$ cat src/include/aats_params.svh
// How it works
// RULE1: Start/stop mode is active only when the input configuration field equals 12.
// RULE2: Start is issued once the compared value rises strictly above the start threshold.
// RULE3: Stop is issued whenever the compared value is at or below the stop threshold.
// RULE4: An open terminal start input stops the drive and keeps it stopped.
// RULE5: An analog start is allowed only while the terminal start input is closed.
// RULE6: The feature works only when the terminal strip is the command source.
// RULE7: Comparisons use the offset-corrected value, never a gain-scaled one.
// RULE8: Diagnostic selector 10 shows the offset-corrected compared value.
// RULE9: Diagnostic selector 11 maps stop threshold, 12 start threshold, read and write.
// RULE10: Restore-defaults leaves both thresholds untouched.
// RULE11: Stop threshold defaults to 20 and accepts only 5 through 1023.
// RULE12: Start threshold defaults to 33 and accepts only 0 through 2000.
// RULE13: At or below stop threshold always stops, even if above start threshold.
// RULE14: Edge mode starts only on an off-to-on analog transition with permissives met.
// RULE15: Level mode starts whenever analog state is on and permissives are met.
// RULE16: In level mode a keypad stop blocks restart until a fresh off-to-on transition.
// RULE17: Analog off state stops the drive in either start mode.
// RULE18: Power module identification loads default values into both thresholds.
// RULE19: Offset is added to the raw 10-bit result before any gain.
// RULE20: Offset is signed and limited to -900 through +900 counts.
// RULE21: Analog state is a register: on above start, off at or below stop.
`ifndef AATS_PARAMS_SVH
`define AATS_PARAMS_SVH

`define AATS_OFS_CFG        8'h00
`define AATS_OFS_OFFSET     8'h04
`define AATS_OFS_DIAG_SEL   8'h08
`define AATS_OFS_DIAG_DATA  8'h0c
`define AATS_OFS_CMD        8'h10
`define AATS_OFS_STATUS     8'h14

`define AATS_CFG_MODE_LSB   0
`define AATS_CFG_SRC_LSB    4
`define AATS_CFG_LEVEL_BIT  8
`define AATS_CMD_RESTORE    0
`define AATS_CMD_IDENT      1

`define AATS_MODE_START_STOP 4'hc
`define AATS_SRC_TERMINAL    2'h0
`define AATS_DIAG_CORR       4'ha
`define AATS_DIAG_STOP       4'hb
`define AATS_DIAG_START      4'hc

`define AATS_RST_MODE       4'h0
`define AATS_RST_SRC        2'h0
`define AATS_RST_OFFSET     11'h000
`define AATS_RST_DIAG_SEL   4'h0
`define AATS_DEF_STOP       10'h014
`define AATS_DEF_START      11'h021
`define AATS_STOP_MIN       5
`define AATS_STOP_MAX       1023
`define AATS_START_MIN      0
`define AATS_START_MAX      2000
`define AATS_OFFSET_MIN     (-900)
`define AATS_OFFSET_MAX     900

`endif

$ cat src/include/aats_pkg.sv
package aats_pkg;

    typedef enum logic [0:0] {
        AATS_BUS_IDLE = 1'b0,
        AATS_BUS_ACK  = 1'b1
    } aats_bus_t;

    typedef struct packed {
        logic signed [11:0] corr;
    } aats_corr_st_t;

    typedef struct packed {
        logic analog_on;
    } aats_hyst_st_t;

    typedef struct packed {
        aats_bus_t          bus_st;
        logic               waitreq;
        logic        [31:0] rdata;
        logic        [3:0]  cfg_mode;
        logic        [1:0]  src;
        logic               level;
        logic signed [10:0] offset;
        logic        [3:0]  diag_sel;
        logic        [9:0]  stop_thr;
        logic        [10:0] start_thr;
        logic               kp_block;
        logic               an_prev;
        logic               run;
    } aats_top_st_t;

endpackage

$ cat src/design/aats_offset_corr.sv
`timescale 1ns/1ns
`default_nettype none
module aats_offset_corr #(
    parameter int ADC_W = 10
) (
    input  wire logic               clk_i,
    input  wire logic               rst_i,
    input  wire logic [ADC_W-1:0]   raw_i,
    input  wire logic signed [10:0] offset_i,
    output logic signed [11:0]      corr_o
);
    aats_pkg::aats_corr_st_t r;
    aats_pkg::aats_corr_st_t r_nxt;

    // No gain is applied anywhere in this design, so the compare path never sees it
    always_comb begin
        r_nxt = r;
        r_nxt.corr = $signed({1'b0, raw_i}) + 12'(offset_i); // RULE19 RULE7
    end

    always_ff @(posedge clk_i or posedge rst_i) begin
        if (rst_i) begin
            r <= '0;
        end else begin
            r <= r_nxt;
        end
    end

    assign corr_o = r.corr;
endmodule
`default_nettype wire

$ cat src/design/aats_hyst.sv
`timescale 1ns/1ns
`default_nettype none
module aats_hyst (
    input  wire logic               clk_i,
    input  wire logic               rst_i,
    input  wire logic signed [11:0] corr_i,
    input  wire logic [9:0]         stop_thr_i,
    input  wire logic [10:0]        start_thr_i,
    output logic                    analog_on_o
);
    aats_pkg::aats_hyst_st_t r;
    aats_pkg::aats_hyst_st_t r_nxt;
    logic at_stop;
    logic above_start;

    assign at_stop     = corr_i <= $signed({2'h0, stop_thr_i});  // RULE3
    assign above_start = corr_i > $signed({1'b0, start_thr_i});  // RULE2

    // Stop is checked first so an overlapping band always ends in off
    always_comb begin
        r_nxt = r;
        if (at_stop) begin
            r_nxt.analog_on = 1'b0; // RULE13 RULE21
        end else if (above_start) begin
            r_nxt.analog_on = 1'b1; // RULE21
        end
    end

    always_ff @(posedge clk_i or posedge rst_i) begin
        if (rst_i) begin
            r <= '0;
        end else begin
            r <= r_nxt;
        end
    end

    assign analog_on_o = r.analog_on;
endmodule
`default_nettype wire

$ cat src/design/aats_top.sv
`timescale 1ns/1ns
`default_nettype none
`include "aats_params.svh"
module aats_top #(
    parameter int ADC_W = 10
) (
    input  wire logic             clk_i,
    input  wire logic             rst_i,
    input  wire logic [7:0]       avs_address_i,
    input  wire logic             avs_read_i,
    input  wire logic             avs_write_i,
    input  wire logic [31:0]      avs_writedata_i,
    input  wire logic [3:0]       avs_byteenable_i,
    output logic [31:0]           avs_readdata_o,
    output logic                  avs_waitrequest_o,
    input  wire logic [ADC_W-1:0] adc_data_i,
    input  wire logic             term_start_closed_i,
    input  wire logic             term_stop_closed_i,
    input  wire logic             func_loss_closed_i,
    input  wire logic             keypad_stop_i,
    output logic                  analog_on_o,
    output logic                  run_o
);
    aats_pkg::aats_top_st_t r;
    aats_pkg::aats_top_st_t r_nxt;

    logic signed [11:0] corr;
    logic               analog_on;
    logic               req;
    logic               wr_take;
    logic               full_word;
    logic               enabled;
    logic               permit;
    logic               rise;
    logic               start_ok;
    logic               stop_now;
    logic signed [31:0] wval;

    function automatic logic aats_in_rng(input logic signed [31:0] v,
                                         input int lo,
                                         input int hi);
        aats_in_rng = (v >= lo) && (v <= hi);
    endfunction

    function automatic logic [31:0] aats_sext12(input logic signed [11:0] v);
        aats_sext12 = {{20{v[11]}}, v};
    endfunction

    aats_offset_corr #(
        .ADC_W (ADC_W)
    ) u_corr (
        .clk_i    (clk_i),
        .rst_i    (rst_i),
        .raw_i    (adc_data_i),
        .offset_i (r.offset),
        .corr_o   (corr)
    );

    aats_hyst u_hyst (
        .clk_i       (clk_i),
        .rst_i       (rst_i),
        .corr_i      (corr),
        .stop_thr_i  (r.stop_thr),
        .start_thr_i (r.start_thr),
        .analog_on_o (analog_on)
    );

    // A master that keeps its request up past the answer is served again
    assign req       = avs_read_i || avs_write_i;
    // A write lands only on the edge where waitrequest is seen low
    assign wr_take   = avs_write_i && (r.bus_st == aats_pkg::AATS_BUS_ACK);
    // Fields straddle byte lanes, so partial writes are dropped
    assign full_word = avs_byteenable_i == 4'hf;
    assign wval      = $signed(avs_writedata_i);

    assign enabled = (r.cfg_mode == `AATS_MODE_START_STOP) // RULE1
                  && (r.src == `AATS_SRC_TERMINAL);        // RULE6
    assign permit  = term_start_closed_i && term_stop_closed_i && func_loss_closed_i; // RULE5
    assign rise    = analog_on && !r.an_prev; // RULE14
    assign start_ok = enabled && permit
                   && (r.level ? (analog_on && !r.kp_block) // RULE15 RULE16
                               : rise);                     // RULE14
    // Any open permissive or analog off dominates a start in the same cycle
    assign stop_now = !enabled || !term_start_closed_i // RULE4
                   || !permit || !analog_on            // RULE17
                   || keypad_stop_i;

    always_comb begin
        r_nxt = r;
        r_nxt.an_prev = analog_on;

        // Keypad set wins over analog-off clear
        if (keypad_stop_i) begin
            r_nxt.kp_block = 1'b1; // RULE16
        end else if (!analog_on) begin
            r_nxt.kp_block = 1'b0; // RULE16
        end

        if (stop_now) begin
            r_nxt.run = 1'b0; // RULE3 RULE4 RULE17
        end else if (start_ok) begin
            r_nxt.run = 1'b1; // RULE2
        end

        // One wait cycle per access, one idle cycle before the next
        if (r.bus_st == aats_pkg::AATS_BUS_ACK) begin
            r_nxt.bus_st  = aats_pkg::AATS_BUS_IDLE;
            r_nxt.waitreq = 1'b1;
        end else if (req) begin
            r_nxt.bus_st  = aats_pkg::AATS_BUS_ACK;
            r_nxt.waitreq = 1'b0;
        end

        // Read data are latched when the request is taken, on the same edge that drops waitrequest
        if (req && r.bus_st == aats_pkg::AATS_BUS_IDLE) begin
            r_nxt.rdata = 32'h0;
            if (avs_read_i) begin
                case (avs_address_i)
                    `AATS_OFS_CFG: begin
                        r_nxt.rdata[`AATS_CFG_MODE_LSB +: 4] = r.cfg_mode;
                        r_nxt.rdata[`AATS_CFG_SRC_LSB +: 2]  = r.src;
                        r_nxt.rdata[`AATS_CFG_LEVEL_BIT]     = r.level;
                    end
                    `AATS_OFS_OFFSET: begin
                        r_nxt.rdata = {{21{r.offset[10]}}, r.offset};
                    end
                    `AATS_OFS_DIAG_SEL: begin
                        r_nxt.rdata[3:0] = r.diag_sel;
                    end
                    `AATS_OFS_DIAG_DATA: begin
                        case (r.diag_sel)
                            `AATS_DIAG_CORR:  r_nxt.rdata = aats_sext12(corr);  // RULE8
                            `AATS_DIAG_STOP:  r_nxt.rdata[9:0] = r.stop_thr;    // RULE9
                            `AATS_DIAG_START: r_nxt.rdata[10:0] = r.start_thr;  // RULE9
                            default:          r_nxt.rdata = 32'h0;
                        endcase
                    end
                    `AATS_OFS_STATUS: begin
                        r_nxt.rdata[0]     = r.run;
                        r_nxt.rdata[1]     = analog_on;
                        r_nxt.rdata[2]     = r.kp_block;
                        r_nxt.rdata[27:16] = corr;
                    end
                    default: begin
                        r_nxt.rdata = 32'h0;
                    end
                endcase
            end
        end

        if (wr_take && full_word) begin
            case (avs_address_i)
                `AATS_OFS_CFG: begin
                    r_nxt.cfg_mode = avs_writedata_i[`AATS_CFG_MODE_LSB +: 4];
                    r_nxt.src      = avs_writedata_i[`AATS_CFG_SRC_LSB +: 2];
                    r_nxt.level    = avs_writedata_i[`AATS_CFG_LEVEL_BIT];
                end
                `AATS_OFS_OFFSET: begin
                    if (aats_in_rng(wval, `AATS_OFFSET_MIN, `AATS_OFFSET_MAX)) begin
                        r_nxt.offset = wval[10:0]; // RULE20
                    end
                end
                `AATS_OFS_DIAG_SEL: begin
                    r_nxt.diag_sel = avs_writedata_i[3:0];
                end
                `AATS_OFS_DIAG_DATA: begin
                    case (r.diag_sel)
                        `AATS_DIAG_STOP: begin
                            if (aats_in_rng(wval, `AATS_STOP_MIN, `AATS_STOP_MAX)) begin
                                r_nxt.stop_thr = wval[9:0]; // RULE9 RULE11
                            end
                        end
                        `AATS_DIAG_START: begin
                            if (aats_in_rng(wval, `AATS_START_MIN, `AATS_START_MAX)) begin
                                r_nxt.start_thr = wval[10:0]; // RULE9 RULE12
                            end
                        end
                        default: begin
                        end
                    endcase
                end
                `AATS_OFS_CMD: begin
                    // Thresholds survive a restore; only identification reloads them
                    if (avs_writedata_i[`AATS_CMD_RESTORE]) begin
                        r_nxt.cfg_mode = `AATS_RST_MODE; // RULE10
                        r_nxt.src      = `AATS_RST_SRC;
                        r_nxt.level    = 1'b0;
                        r_nxt.offset   = `AATS_RST_OFFSET;
                        r_nxt.diag_sel = `AATS_RST_DIAG_SEL;
                    end
                    if (avs_writedata_i[`AATS_CMD_IDENT]) begin
                        r_nxt.stop_thr  = `AATS_DEF_STOP;  // RULE18
                        r_nxt.start_thr = `AATS_DEF_START; // RULE18
                    end
                end
                default: begin
                end
            endcase
        end
    end

    always_ff @(posedge clk_i or posedge rst_i) begin
        if (rst_i) begin
            r           <= '0;
            r.bus_st    <= aats_pkg::AATS_BUS_IDLE;
            r.waitreq   <= 1'b1;
            r.cfg_mode  <= `AATS_RST_MODE;
            r.src       <= `AATS_RST_SRC;
            r.offset    <= `AATS_RST_OFFSET;
            r.diag_sel  <= `AATS_RST_DIAG_SEL;
            r.stop_thr  <= `AATS_DEF_STOP;  // RULE11
            r.start_thr <= `AATS_DEF_START; // RULE12
        end else begin
            r <= r_nxt;
        end
    end

    assign avs_readdata_o    = r.rdata;
    assign avs_waitrequest_o = r.waitreq;
    assign analog_on_o       = analog_on;
    assign run_o             = r.run;
endmodule
`default_nettype wire

$ cat config.mk
export PLATFORM = sky130hd
export DESIGN_NAME = aats_top
export DESIGN_NICKNAME = d
export VERILOG_FILES = /design/src/include/aats_pkg.sv /design/src/design/aats_offset_corr.sv /design/src/design/aats_hyst.sv /design/src/design/aats_top.sv
export VERILOG_INCLUDE_DIRS = /design/src /design/src/include
export SDC_FILE = /design/constraint.sdc
export NUM_CORES = 1
export LEC_CHECK = 0
export BUFFER_PORTS_ARGS = -buffer_cell sky130_fd_sc_hd__buf_4
export CORE_ASPECT_RATIO = 2
export CORE_MARGIN = 5
export CORE_UTILIZATION = 45
export CTS_CLUSTER_SIZE = 24
export DETAILED_ROUTE_END_ITERATION = 7
export PLACE_DENSITY = 0.63
export SETUP_SLACK_MARGIN = 0.05
export SLEW_MARGIN = 20
export SYNTH_ARGS = -nofsm -noshare
export SYNTH_HDL_FRONTEND = slang
export SYNTH_HIERARCHICAL = 1
export SYNTH_SLANG_ARGS = --single-unit
$ cat constraint.sdc
create_clock -name clk_i -period 3.1 [get_ports clk_i]
set_input_delay 0.93 -clock clk_i [delete_from_list [all_inputs] [get_ports clk_i]]
set_output_delay 0.93 -clock clk_i [all_outputs]
set_load 0.05 [all_outputs]
# == Yosys cells after proc, flatten, opt, wreduce, memory -nomap -nowiden ==
# Index checks and enable logic that the tools add are counted.
# classes
n_eq_ne,18
n_bitwise,1
addsub,1
magnitude_cmp,8
muxes,32
reduce_logical,38
# op_table
operator,count
"32-bit by 11-bit <= comparator with 1-bit output, second input constant",2
21-bit 2-to-1 mux,2
21-bit one-hot mux with 2 select lines,1
12-bit one-hot mux with 3 select lines,1
11-bit 2-to-1 mux,3
"32-bit by 1-bit >= comparator with 1-bit output, second input constant",1
"32-bit by 11-bit >= comparator with 1-bit output, second input constant",1
"32-bit by 4-bit >= comparator with 1-bit output, second input constant",1
"32-bit by 12-bit <= comparator with 1-bit output, second input constant",1
32-bit 2-to-1 mux,1
10-bit one-hot mux with 3 select lines,1
7-bit one-hot mux with 2 select lines,2
22-bit 2-to-1 mux,1
11-bit one-hot mux with 2 select lines,1
"4-bit equality test, second input constant",5
10-bit 2-to-1 mux,2
"8-bit by 4-bit equality test with 1-bit output, second input constant",2
"8-bit by 5-bit equality test with 1-bit output, second input constant",2
4-bit one-hot mux with 2 select lines,2
3-bit one-hot mux with 5 select lines,1
"2-bit != test, second input constant",7
2-bit nonzero test,7
1-bit logical AND,13
11-bit by 11-bit adder with 12-bit output,1
19 further kinds,37
# totals
word_cells,113
output_inout_bits,35
regBits,93
in_bits,62

# == Depth between registers and ports, before layout ==
# Gate-level depths: netlist (run 1).
# depth
ltp_word,8
depth_mapped,8
depth_no_buf,7

# == Cells and area by module ==
# Netlist (run 1), hierarchy kept.
# modules_own_cells
module,seq_area_each_um2,instances,area_per_inst_um2,cells_each
aats_top,1808.0,1,4282.9,464
aats_offset_corr,300.3,1,705.7,63
aats_hyst,25.0,1,579.3,76

# == Worst setup path after synthesis (run 1) ==
# No wires, ideal clock.
# synth_timing
path_type,input to register
start,input avs_address_i[1]
end,register r[10] (netlist bit)
arrival_time_ns,2.754
path_buffers,2
path_slack_ns,0.218
setup_ns,0.128
t_required_ns,2.972
path_stages,7
cell_sequence,or4_4 -> buf_6 -> or3_4 -> a2111oi_4 -> buf_6 -> mux2i_1 -> o2bb2ai_1
# synth_via
elab_chain_len,3
word_cells_on_any_way,8
classes_between,eq/ne: 5; mux: 1; reduce/logical: 2
# synth_lines
item,line,text
"start, declared",aats_top.sv:9,"input wire logic [7:0] avs_address_i,"
8-bit by 4-bit equality test with 1-bit output / 8-bit by 5-bit equality test with 1-bit output (equally long branches),aats_top.sv:152,case (avs_address_i)
2-bit != test (no line) / 2-bit nonzero test (equally long branches),n/a,
5-bit AND reduction (no line),n/a,
"end signal, assigned",aats_top.sv:214,r <= r_nxt;
"end, declared",aats_top.sv:24,aats_pkg::aats_top_st_t r;
# Several ways; a longest one is shown, not always the timed one.
# A chain may end at the register's enable or synchronous reset.

# == Worst setup path in the final report (run 1) ==
# layout_timing
start,input avs_address_i[1]
end,register r[8] (netlist bit)
# Same word-level chain as after synthesis.

==> results of run 1 <==
[worst max path at each step]
| stage | slack, ps | endpoint |
|---|---|---|
| finish | 470 | r[8]$_DFFE_PP1P_ |
| global placement | 150 | r[8]$_DFFE_PP1P_ |
| detailed placement | 120 | r[8]$_DFFE_PP1P_ |
| global route | 400 | r[3]$_DFFE_PP1P_ |
| floorplan | 220 | r[10]$_DFFE_PP0P_ |
| CTS | 460 | r[8]$_DFFE_PP1P_ |
[synthesized netlist by cell type (4+ instances only)]
cell type | n | area, µm²
nor3_1 | 9 | 45.0
nor4_1 | 9 | 56.3
a211oi_1 | 10 | 75.1
mux2i_1 | 24 | 240
and4b_1 | 4 | 40.0
inv_1 | 37 | 139
a222oi_1 | 5 | 50.1
and2_1 | 19 | 119
dfrtp_1 | 80 | 2000
nand4_1 | 12 | 75.1
o31ai_1 | 4 | 30.0
a22o_1 | 8 | 70.1
nand2_1 | 62 | 233
clkbuf_1 | 23 | 86.3
buf_4 | 32 | 240
o211ai_1 | 4 | 30.0
dfstp_2 | 5 | 131
o2bb2ai_1 | 11 | 96.3
nand2b_1 | 5 | 31.3
nand3_1 | 17 | 85.1
xnor2_1 | 6 | 52.6
a21o_1 | 7 | 52.6
a21oi_1 | 33 | 165
o21ai_0 | 30 | 150
a22oi_1 | 11 | 82.6
a221o_1 | 10 | 100
ha_1 | 31 | 388
nor2_1 | 29 | 109
[kinds of logic (layout without fill, tap and decap cells)]
group | after synthesis | after routing | share of synthesized area
adders and majority gates | 32 | 32 | 0.0733
xor gates and xnor gates | 9 | 9 | 0.0142
and+or+nand+nor | 194 | 194 | 0.186
DFF | 85 | 85 | 0.383
muxes | 27 | 27 | 0.0492
buffers and inverters | 97 | 170 | 0.0903
AOI/OAI and AO/OA | 159 | 159 | 0.204
[placed cells by master (no fill, tap or decap), drive strengths merged, types with 5 or more instances in the layout]
| cell type | instances |
|---|---|
| inv | 40 |
| a22o | 8 |
| a21oi | 35 |
| a222oi | 5 |
| and4b | 5 |
| nand2b | 5 |
| mux2i | 24 |
| nand3 | 17 |
| a22oi | 11 |
| a211oi | 10 |
| ha | 31 |
| dfstp | 5 |
| nand4 | 12 |
| buf | 117 |
| a221o | 10 |
| nor2 | 29 |
| o2bb2ai | 11 |
| o21ai | 33 |
| nor4 | 10 |
| clkbuf | 10 |
| nor3 | 9 |
| dfrtp | 80 |
| nand2 | 62 |
| and2 | 19 |
| xnor2 | 6 |
| a21o | 7 |
[power groups by stage]
stage,sequential [mW],combinational [mW],clock (mW)
finish,1.14,0.248,1.15
global route,1.14,0.271,1.22
CTS,1.14,0.249,1.16
detailed placement,1.16,0.248,0
global placement,1.16,0.242,0
floorplan,1.16,0.113,0
[cell type report]
cell class | count | area (µm²)
fillers | 1128 | 5510
inverters | 37 | 139
flip-flops and latches | 85 | 2130
repair buffers | 117 | 903
clock buffers | 10 | 239
multi-input cells | 421 | 2940
well taps | 147 | 184
clock inverters | 6 | 75.1
[state kept, by name (all words and copies together), names as in the netlist]
signal / count
u_corr/corr_o: 12
r: 46
avs_readdata_o: 24
run_o: 1
u_hyst/analog_on_o: 1
avs_waitrequest_o: 1
[per-layer routing]
metal | global-route usage | part of all wire | up-vias
met5 | 0 | 0 | -
met4 | 0.121 | 0.045 | 0
li1 | - | - | 2317
met2 | 0.451 | 0.56 | 154
met3 | 0.0369 | 0.037 | 43
met1 | 0.269 | 0.36 | 2405
[critical path: cells and delay by family]
| family | cells | cell delay (ps) |
|---|---|---|
| AND/OR/NAND/NOR | 2 | 950 |
| AO/OA/AOI/OAI | 3 | 570 |
| buffers and inverters | 3 | 440 |
[per-stage QoR]
step,cell area (µm²),utilization,worst slack [ps]
floorplan,5570,-,218
global placement,6300,0.520,148
detailed placement,6300,0.520,116
CTS,6620,0.546,463
global route,6620,0.546,397
finish,6620,0.546,473
==> results by group, run 1 <==
Timing
  • Slew HR: 0.566
  • Setup_tns: 0 ps
  • Worst-margin pin slew: 649 ps
  • Endpoints failing setup: 0
  • Max-slew violations: 0
  • Final hold vios: 0
  • Unrepaired setup endpoints after global routing: no
  • Tcrit/Tclk final: 0.848
  • Worst Skew: 8.86 ps
  • Maximum clock frequency: 381 MHz
  • WHS: 440 ps
  • Min Tclk post-route: 2630 ps

Yosys
  • Ys flop type: dfrtp_1
  • Post-synth ARST share: 1.00
  • Post-Synthesis Cells: 603
  • Post-Syn Nets: 697
  • Syn Std Cell Area: 5570 µm²
  • Synth Warn #: 6
  • Post-synth EDFFs: 0
  • Distinct cell type count after synthesis: 66
  • Seq cells post-synth: 85
  • Synthesized area per cell: 9.23 µm²
  • Sequential share of the synthesized area: 0.383

Routing
  • Final wirelength: 17.9 mm
  • Drt first pass iters: 6
  • Number of routed nets with antenna violations: 0
  • DR DRC count: 0
  • Vias/cell: 5.98
  • Initial drt markers: 354
  • DR WL/cell: 21.8 µm
  • Total number of vias: 4919

Setup path
  • FF-to-FF setup slack: 670 ps
  • Reg2Reg Depth: 7
  • CP Class: in -> reg
  • Critical path arrival: 2900 ps
  • Req. time, crit path: 3370 ps
  • Crit-path slowest cell: or4_4
  • CP max stage delay: 520 ps
  • Critical-path cell list: buf_4 -> or4_4 -> or3_4 -> a2111oi_4 -> buf_4 -> buf_12 -> o21ai_2 -> a22oi_1
  • Element type at the critical path start: input port
  • Reg-to-Reg Start: r[24]$_DFFE_PP0P_
  • Crit-path most repeated cell: buf_4
  • Critical Path End Type: flip-flop
  • RR Endpoint: r[8]$_DFFE_PP1P_
  • Max FO, Critical Path: 10
  • CP Launch Point: avs_address_i[1]

Global routing
  • Overflow after GRT: 0
  • Antenna violations before repair: 0
  • First-pass GRT wire length: 27.6 mm
  • Largest net degree at the start of global routing: 42
  • Overall Global Routing Usage: 0.248
  • Vias in the first global route: 5035

Clock network
  • Root Driver: clkbuf_16
  • TritonCTS Sinks: 85
  • Clock transition at the registers of the reported paths: 70 ps
  • CTS tree: built
  • # resized after CTS: 0
  • Htree depth: 3
  • Worst-Skew Late Latency: 350 ps
  • Postcts setup bufs: 0
  • Hold-fix buffers at CTS: 0
  • Inserted Clock Buffers: 9
  • Clk buf depth: 2

Power and ir drop
  • Clock group share of total power: 0.452
  • Combinational share of power: 0.098
  • Leakage: 2.99 nW
  • Maximum vdd drop: 367 µV
  • Power Total: 2.54 mW
  • Switching Fraction: 0.258
  • Sw power: 656 µW
  • Pwr dens: 384 nW/µm²
  • Sequential Power Share: 0.450
  • Int Power: 1.88 mW

Floorplanning
  • Die area: 14800 µm²
  • Ports: 97
  • Row Count: 57
  • Initial core utilization: 0.459
  • Die W: 88.7 µm
  • Die H: 167 µm
  • Core area: 12100 µm²

Placed design
  • DP Wirelength: 14.4 mm
  • GP Congestion: 0.953
  • Placed cell count: 807
  • PortBufs: 96

Status
  • Status: finished clean

Finish
  • ANT cells: 0
  • Syn-to-layout area delta: 18.8%
  • Fin nets: 765
  • Final Non-Filler Cells: 823
  • Share of cells above drive strength 1: 0.235

Min path
  • Worst hold-check path type: in -> async

Run
  • Max cap viols: 0
(Power assumes the default switching activity.)
==> inputs of run 2 (changes only) <==
==> constraint.sdc (replaced) <==
create_clock -name clk_i -period 2.75 [get_ports clk_i]
set_input_delay 0.825 -clock clk_i [delete_from_list [all_inputs] [get_ports clk_i]]
set_output_delay 0.825 -clock clk_i [all_outputs]
set_load 0.05 [all_outputs]
==> run 2 against run 1 <==
Compared with the run above:
- sequential share of layout area decreased by 0.27 points
- final area rose by 0.83%
- register-to-register slack lost 320 ps
- global-route usage fell by 0.42 points
- critical path depth unchanged
- sequential power rose by 13%
- wire length is 2.7% lower
- critical path type unchanged
- critical endpoint is now r[9]$_DFFE_PP0P_
- highest routed layer unchanged
==> results by group, run 2 (synthesized netlist as in run 1, its figures left out) <==
Status
  • Status: finished clean (unchanged)

Clock network
  • Clk buf depth: 2 (unchanged)
  • Htree depth: 3 (unchanged)
  • Clock transition at the registers of the reported paths: 70 ps (about the same)
  • Postcts setup bufs: 0 (unchanged)
  • CTS tree: built (unchanged)
  • Inserted Clock Buffers: 9 (unchanged)
  • Root Driver: clkbuf_16 (unchanged)
  • TritonCTS Sinks: 85 (unchanged)
  • Hold-fix buffers at CTS: 0 (unchanged)
  • Worst-Skew Late Latency: 350 ps (about the same)
  • # resized after CTS: 0 (unchanged)

Finish
  • Max FFs per register: 46 (unchanged)
  • Area of the multi-input gates: 2940 µm² (unchanged)
  • ANT cells: 0 (unchanged)
  • Register bank with the most flops: r (unchanged)
  • Fin nets: 771 (was 765)
  • Sequential cell area in the final layout: 2130 µm² (unchanged)
  • Share of cells above drive strength 1: 0.242 (was 0.235)
  • Final Non-Filler Cells: 829 (was 823)
  • Filler cells: 1083 (was 1128)
  • Post-route design area: 6670 µm² (was 6620 µm²)
  • Most common library cell in the layout ignoring fill and taps: buf_4 (unchanged)
  • Syn-to-layout area delta: 19.8% (was 18.8%)
  • Most frequent cells in the layout: buf_4 (120), dfrtp_1 (80), nand2_1 (62), inv_1 (36), a21oi_1 (33) (was buf_4 (115), dfrtp_1 (80), nand2_1 (62), inv_1 (36), a21oi_1 (33))

Global routing
  • Largest net degree at the start of global routing: 57 (was 42)
  • First-pass GRT wire length: 27.6 mm (about the same)
  • Antenna violations before repair: 0 (unchanged)
  • Overall Global Routing Usage: 0.244 (was 0.248)
  • Overflow after GRT: 0 (unchanged)
  • Vias in the first global route: 5127 (was 5035)

Timing
  • Max-slew violations: 0 (unchanged)
  • Unrepaired setup endpoints after global routing: no (unchanged)
  • Worst Skew: 11.5 ps (was 8.86 ps)
  • Slew HR: 0.557 (was 0.566)
  • Maximum clock frequency: 394 MHz
  • Setup_tns: 0 ps (unchanged)
  • Tcrit/Tclk final: 0.922
  • WHS: 328 ps (was 440 ps)
  • Final hold vios: 0 (unchanged)
  • Worst-margin pin slew: 662 ps (was 649 ps)
  • Min Tclk post-route: 2540 ps
  • Endpoints failing setup: 0 (unchanged)

Routing
  • Number of routed nets with antenna violations: 0 (unchanged)
  • Initial drt markers: 320 (was 354)
  • Drt first pass iters: 5 (was 6)
  • DR WL/cell: 21.0 µm (was 21.8 µm)
  • Total number of vias: 5006 (was 4919)
  • Final wirelength: 17.4 mm (was 17.9 mm)
  • DR DRC count: 0 (unchanged)
  • Vias/cell: 6.04 (was 5.98)

Min path
  • Worst hold-check path type: in -> async (unchanged)

Power and ir drop
  • Switching Fraction: 0.278 (was 0.258)
  • Sw power: 781 µW (was 656 µW)
  • Combinational share of power: 0.098 (about the same)
  • Clock group share of total power: 0.443 (was 0.452)
  • Sequential Power Share: 0.458 (was 0.450)
  • Int Power: 2.03 mW (was 1.88 mW)
  • Maximum vdd drop: 333 µV (was 367 µV)
  • Leakage: 3.03 nW (was 2.99 nW)
  • Pwr dens: 421 nW/µm² (was 384 nW/µm²)

Setup path
  • Critical Path End Type: flip-flop (unchanged)
  • Reg-to-Reg Start: r[24]$_DFFE_PP0P_ (unchanged)
  • Critical path arrival: 2760 ps (was 2900 ps)
  • Max FO, Critical Path: 10 (unchanged)
  • Req. time, crit path: 2980 ps (was 3370 ps)
  • CP Launch Point: avs_address_i[1] (unchanged)
  • CP Class: in -> reg (unchanged)
  • Element type at the critical path start: input port (unchanged)

Floorplanning
  • Core area: 12100 µm² (unchanged)
  • Die H: 167 µm (unchanged)
  • Row Count: 57 (unchanged)
  • Initial core utilization: 0.459 (unchanged)
  • Ports: 97 (unchanged)
  • Die area: 14800 µm² (unchanged)
  • Die W: 88.7 µm (unchanged)

Placed design
  • GP Congestion: 0.940 (was 0.953)
  • DP Wirelength: 14.1 mm (was 14.4 mm)
  • PortBufs: 96 (unchanged)
  • Placed Area: 6360 µm² (was 6300 µm²)
  • Placed cell count: 813 (was 807)

Run
  • Max cap viols: 0 (unchanged)
-- run 2: cell count changes in the layout (fill, tap and decap cells not counted) --
| cell | change |
|---|---|
| buf_12 | +1 |
| buf_4 | +5 |
| bufinv_16 | -1 |
| clkbuf_8 | -1 |
| clkinv_4 | -1 |
| clkinv_8 | +3 |
| clkinvlp_4 | -1 |
| inv_6 | +1 |
-- run 2: worst max-delay path: stages --
cell	delay (ps)
buf_4	110
or4_4	520
or3_4	420
a2111oi_4	200
buf_4	200
buf_12	140
mux2i_1	220
o2bb2ai_1	110
-- run 2: area by class of cell --
class / instances / share of cell area
Tap cell: 147 / 0.0276
Inverter: 37 / 0.0208
Multi-Input combinational cell: 421 / 0.441
Timing Repair Buffer: 123 / 0.144
Clock buffer: 9 / 0.0338
Clock inverter: 7 / 0.0129
Sequential cell: 85 / 0.320
-- run 2: per-layer routing --
layer / GRT usage / vias to the layer above / wire (µm)
li1: - / 2339 / -
met4: 0.166 / 0 / 1320
met2: 0.419 / 211 / 9230
met5: 0 / - / 0
met1: 0.270 / 2388 / 6070
met3: 0.0295 / 68 / 829
-- run 2: through the flow --
| stage | util | worst slack [ps] | power, mW |
|---|---|---|---|
| 3_3_place_gp | 0.525 | -72.6 | 1.58 |
| 2_1_floorplan | - | -26.8 | 1.44 |
| 6_report | 0.550 | 214 | 2.81 |
| 3_5_place_dp | 0.525 | -152 | 1.59 |
| 5_1_grt | 0.550 | 126 | 2.90 |
| 4_1_cts | 0.550 | 201 | 2.83 |
-- run 2: power groups by stage --
stage          Sequential (mW)  Clock [mW]  Combinational (mW)
5_1_grt                   1.29        1.31               0.305
2_1_floorplan             1.31           0               0.127
3_3_place_gp              1.31           0               0.269
6_report                  1.29        1.25               0.277
4_1_cts                   1.29        1.27               0.277
3_5_place_dp              1.31           0               0.277
-- run 2: worst paths after layout --
| check | to | slack, ps | cells after the start |
|---|---|---|---|
| setup / recovery | r[9]$_DFFE_PP0P_ | 210 | 8 |
| hold / removal | u_hyst/analog_on_o$_DFFE_PP0P_ | 330 | 2 |
| setup reg to reg | r[9]$_DFFE_PP0P_ | 350 | 7 |
| hold reg to reg | avs_readdata_o[25]$_DFFE_PP0P_ | 480 | 2 |
| max in group asynchronous | r[16]$_DFFE_PP1P_ | 1590 | 3 |
| min in group clk_i | avs_readdata_o[25]$_DFFE_PP0P_ | 480 | 2 |
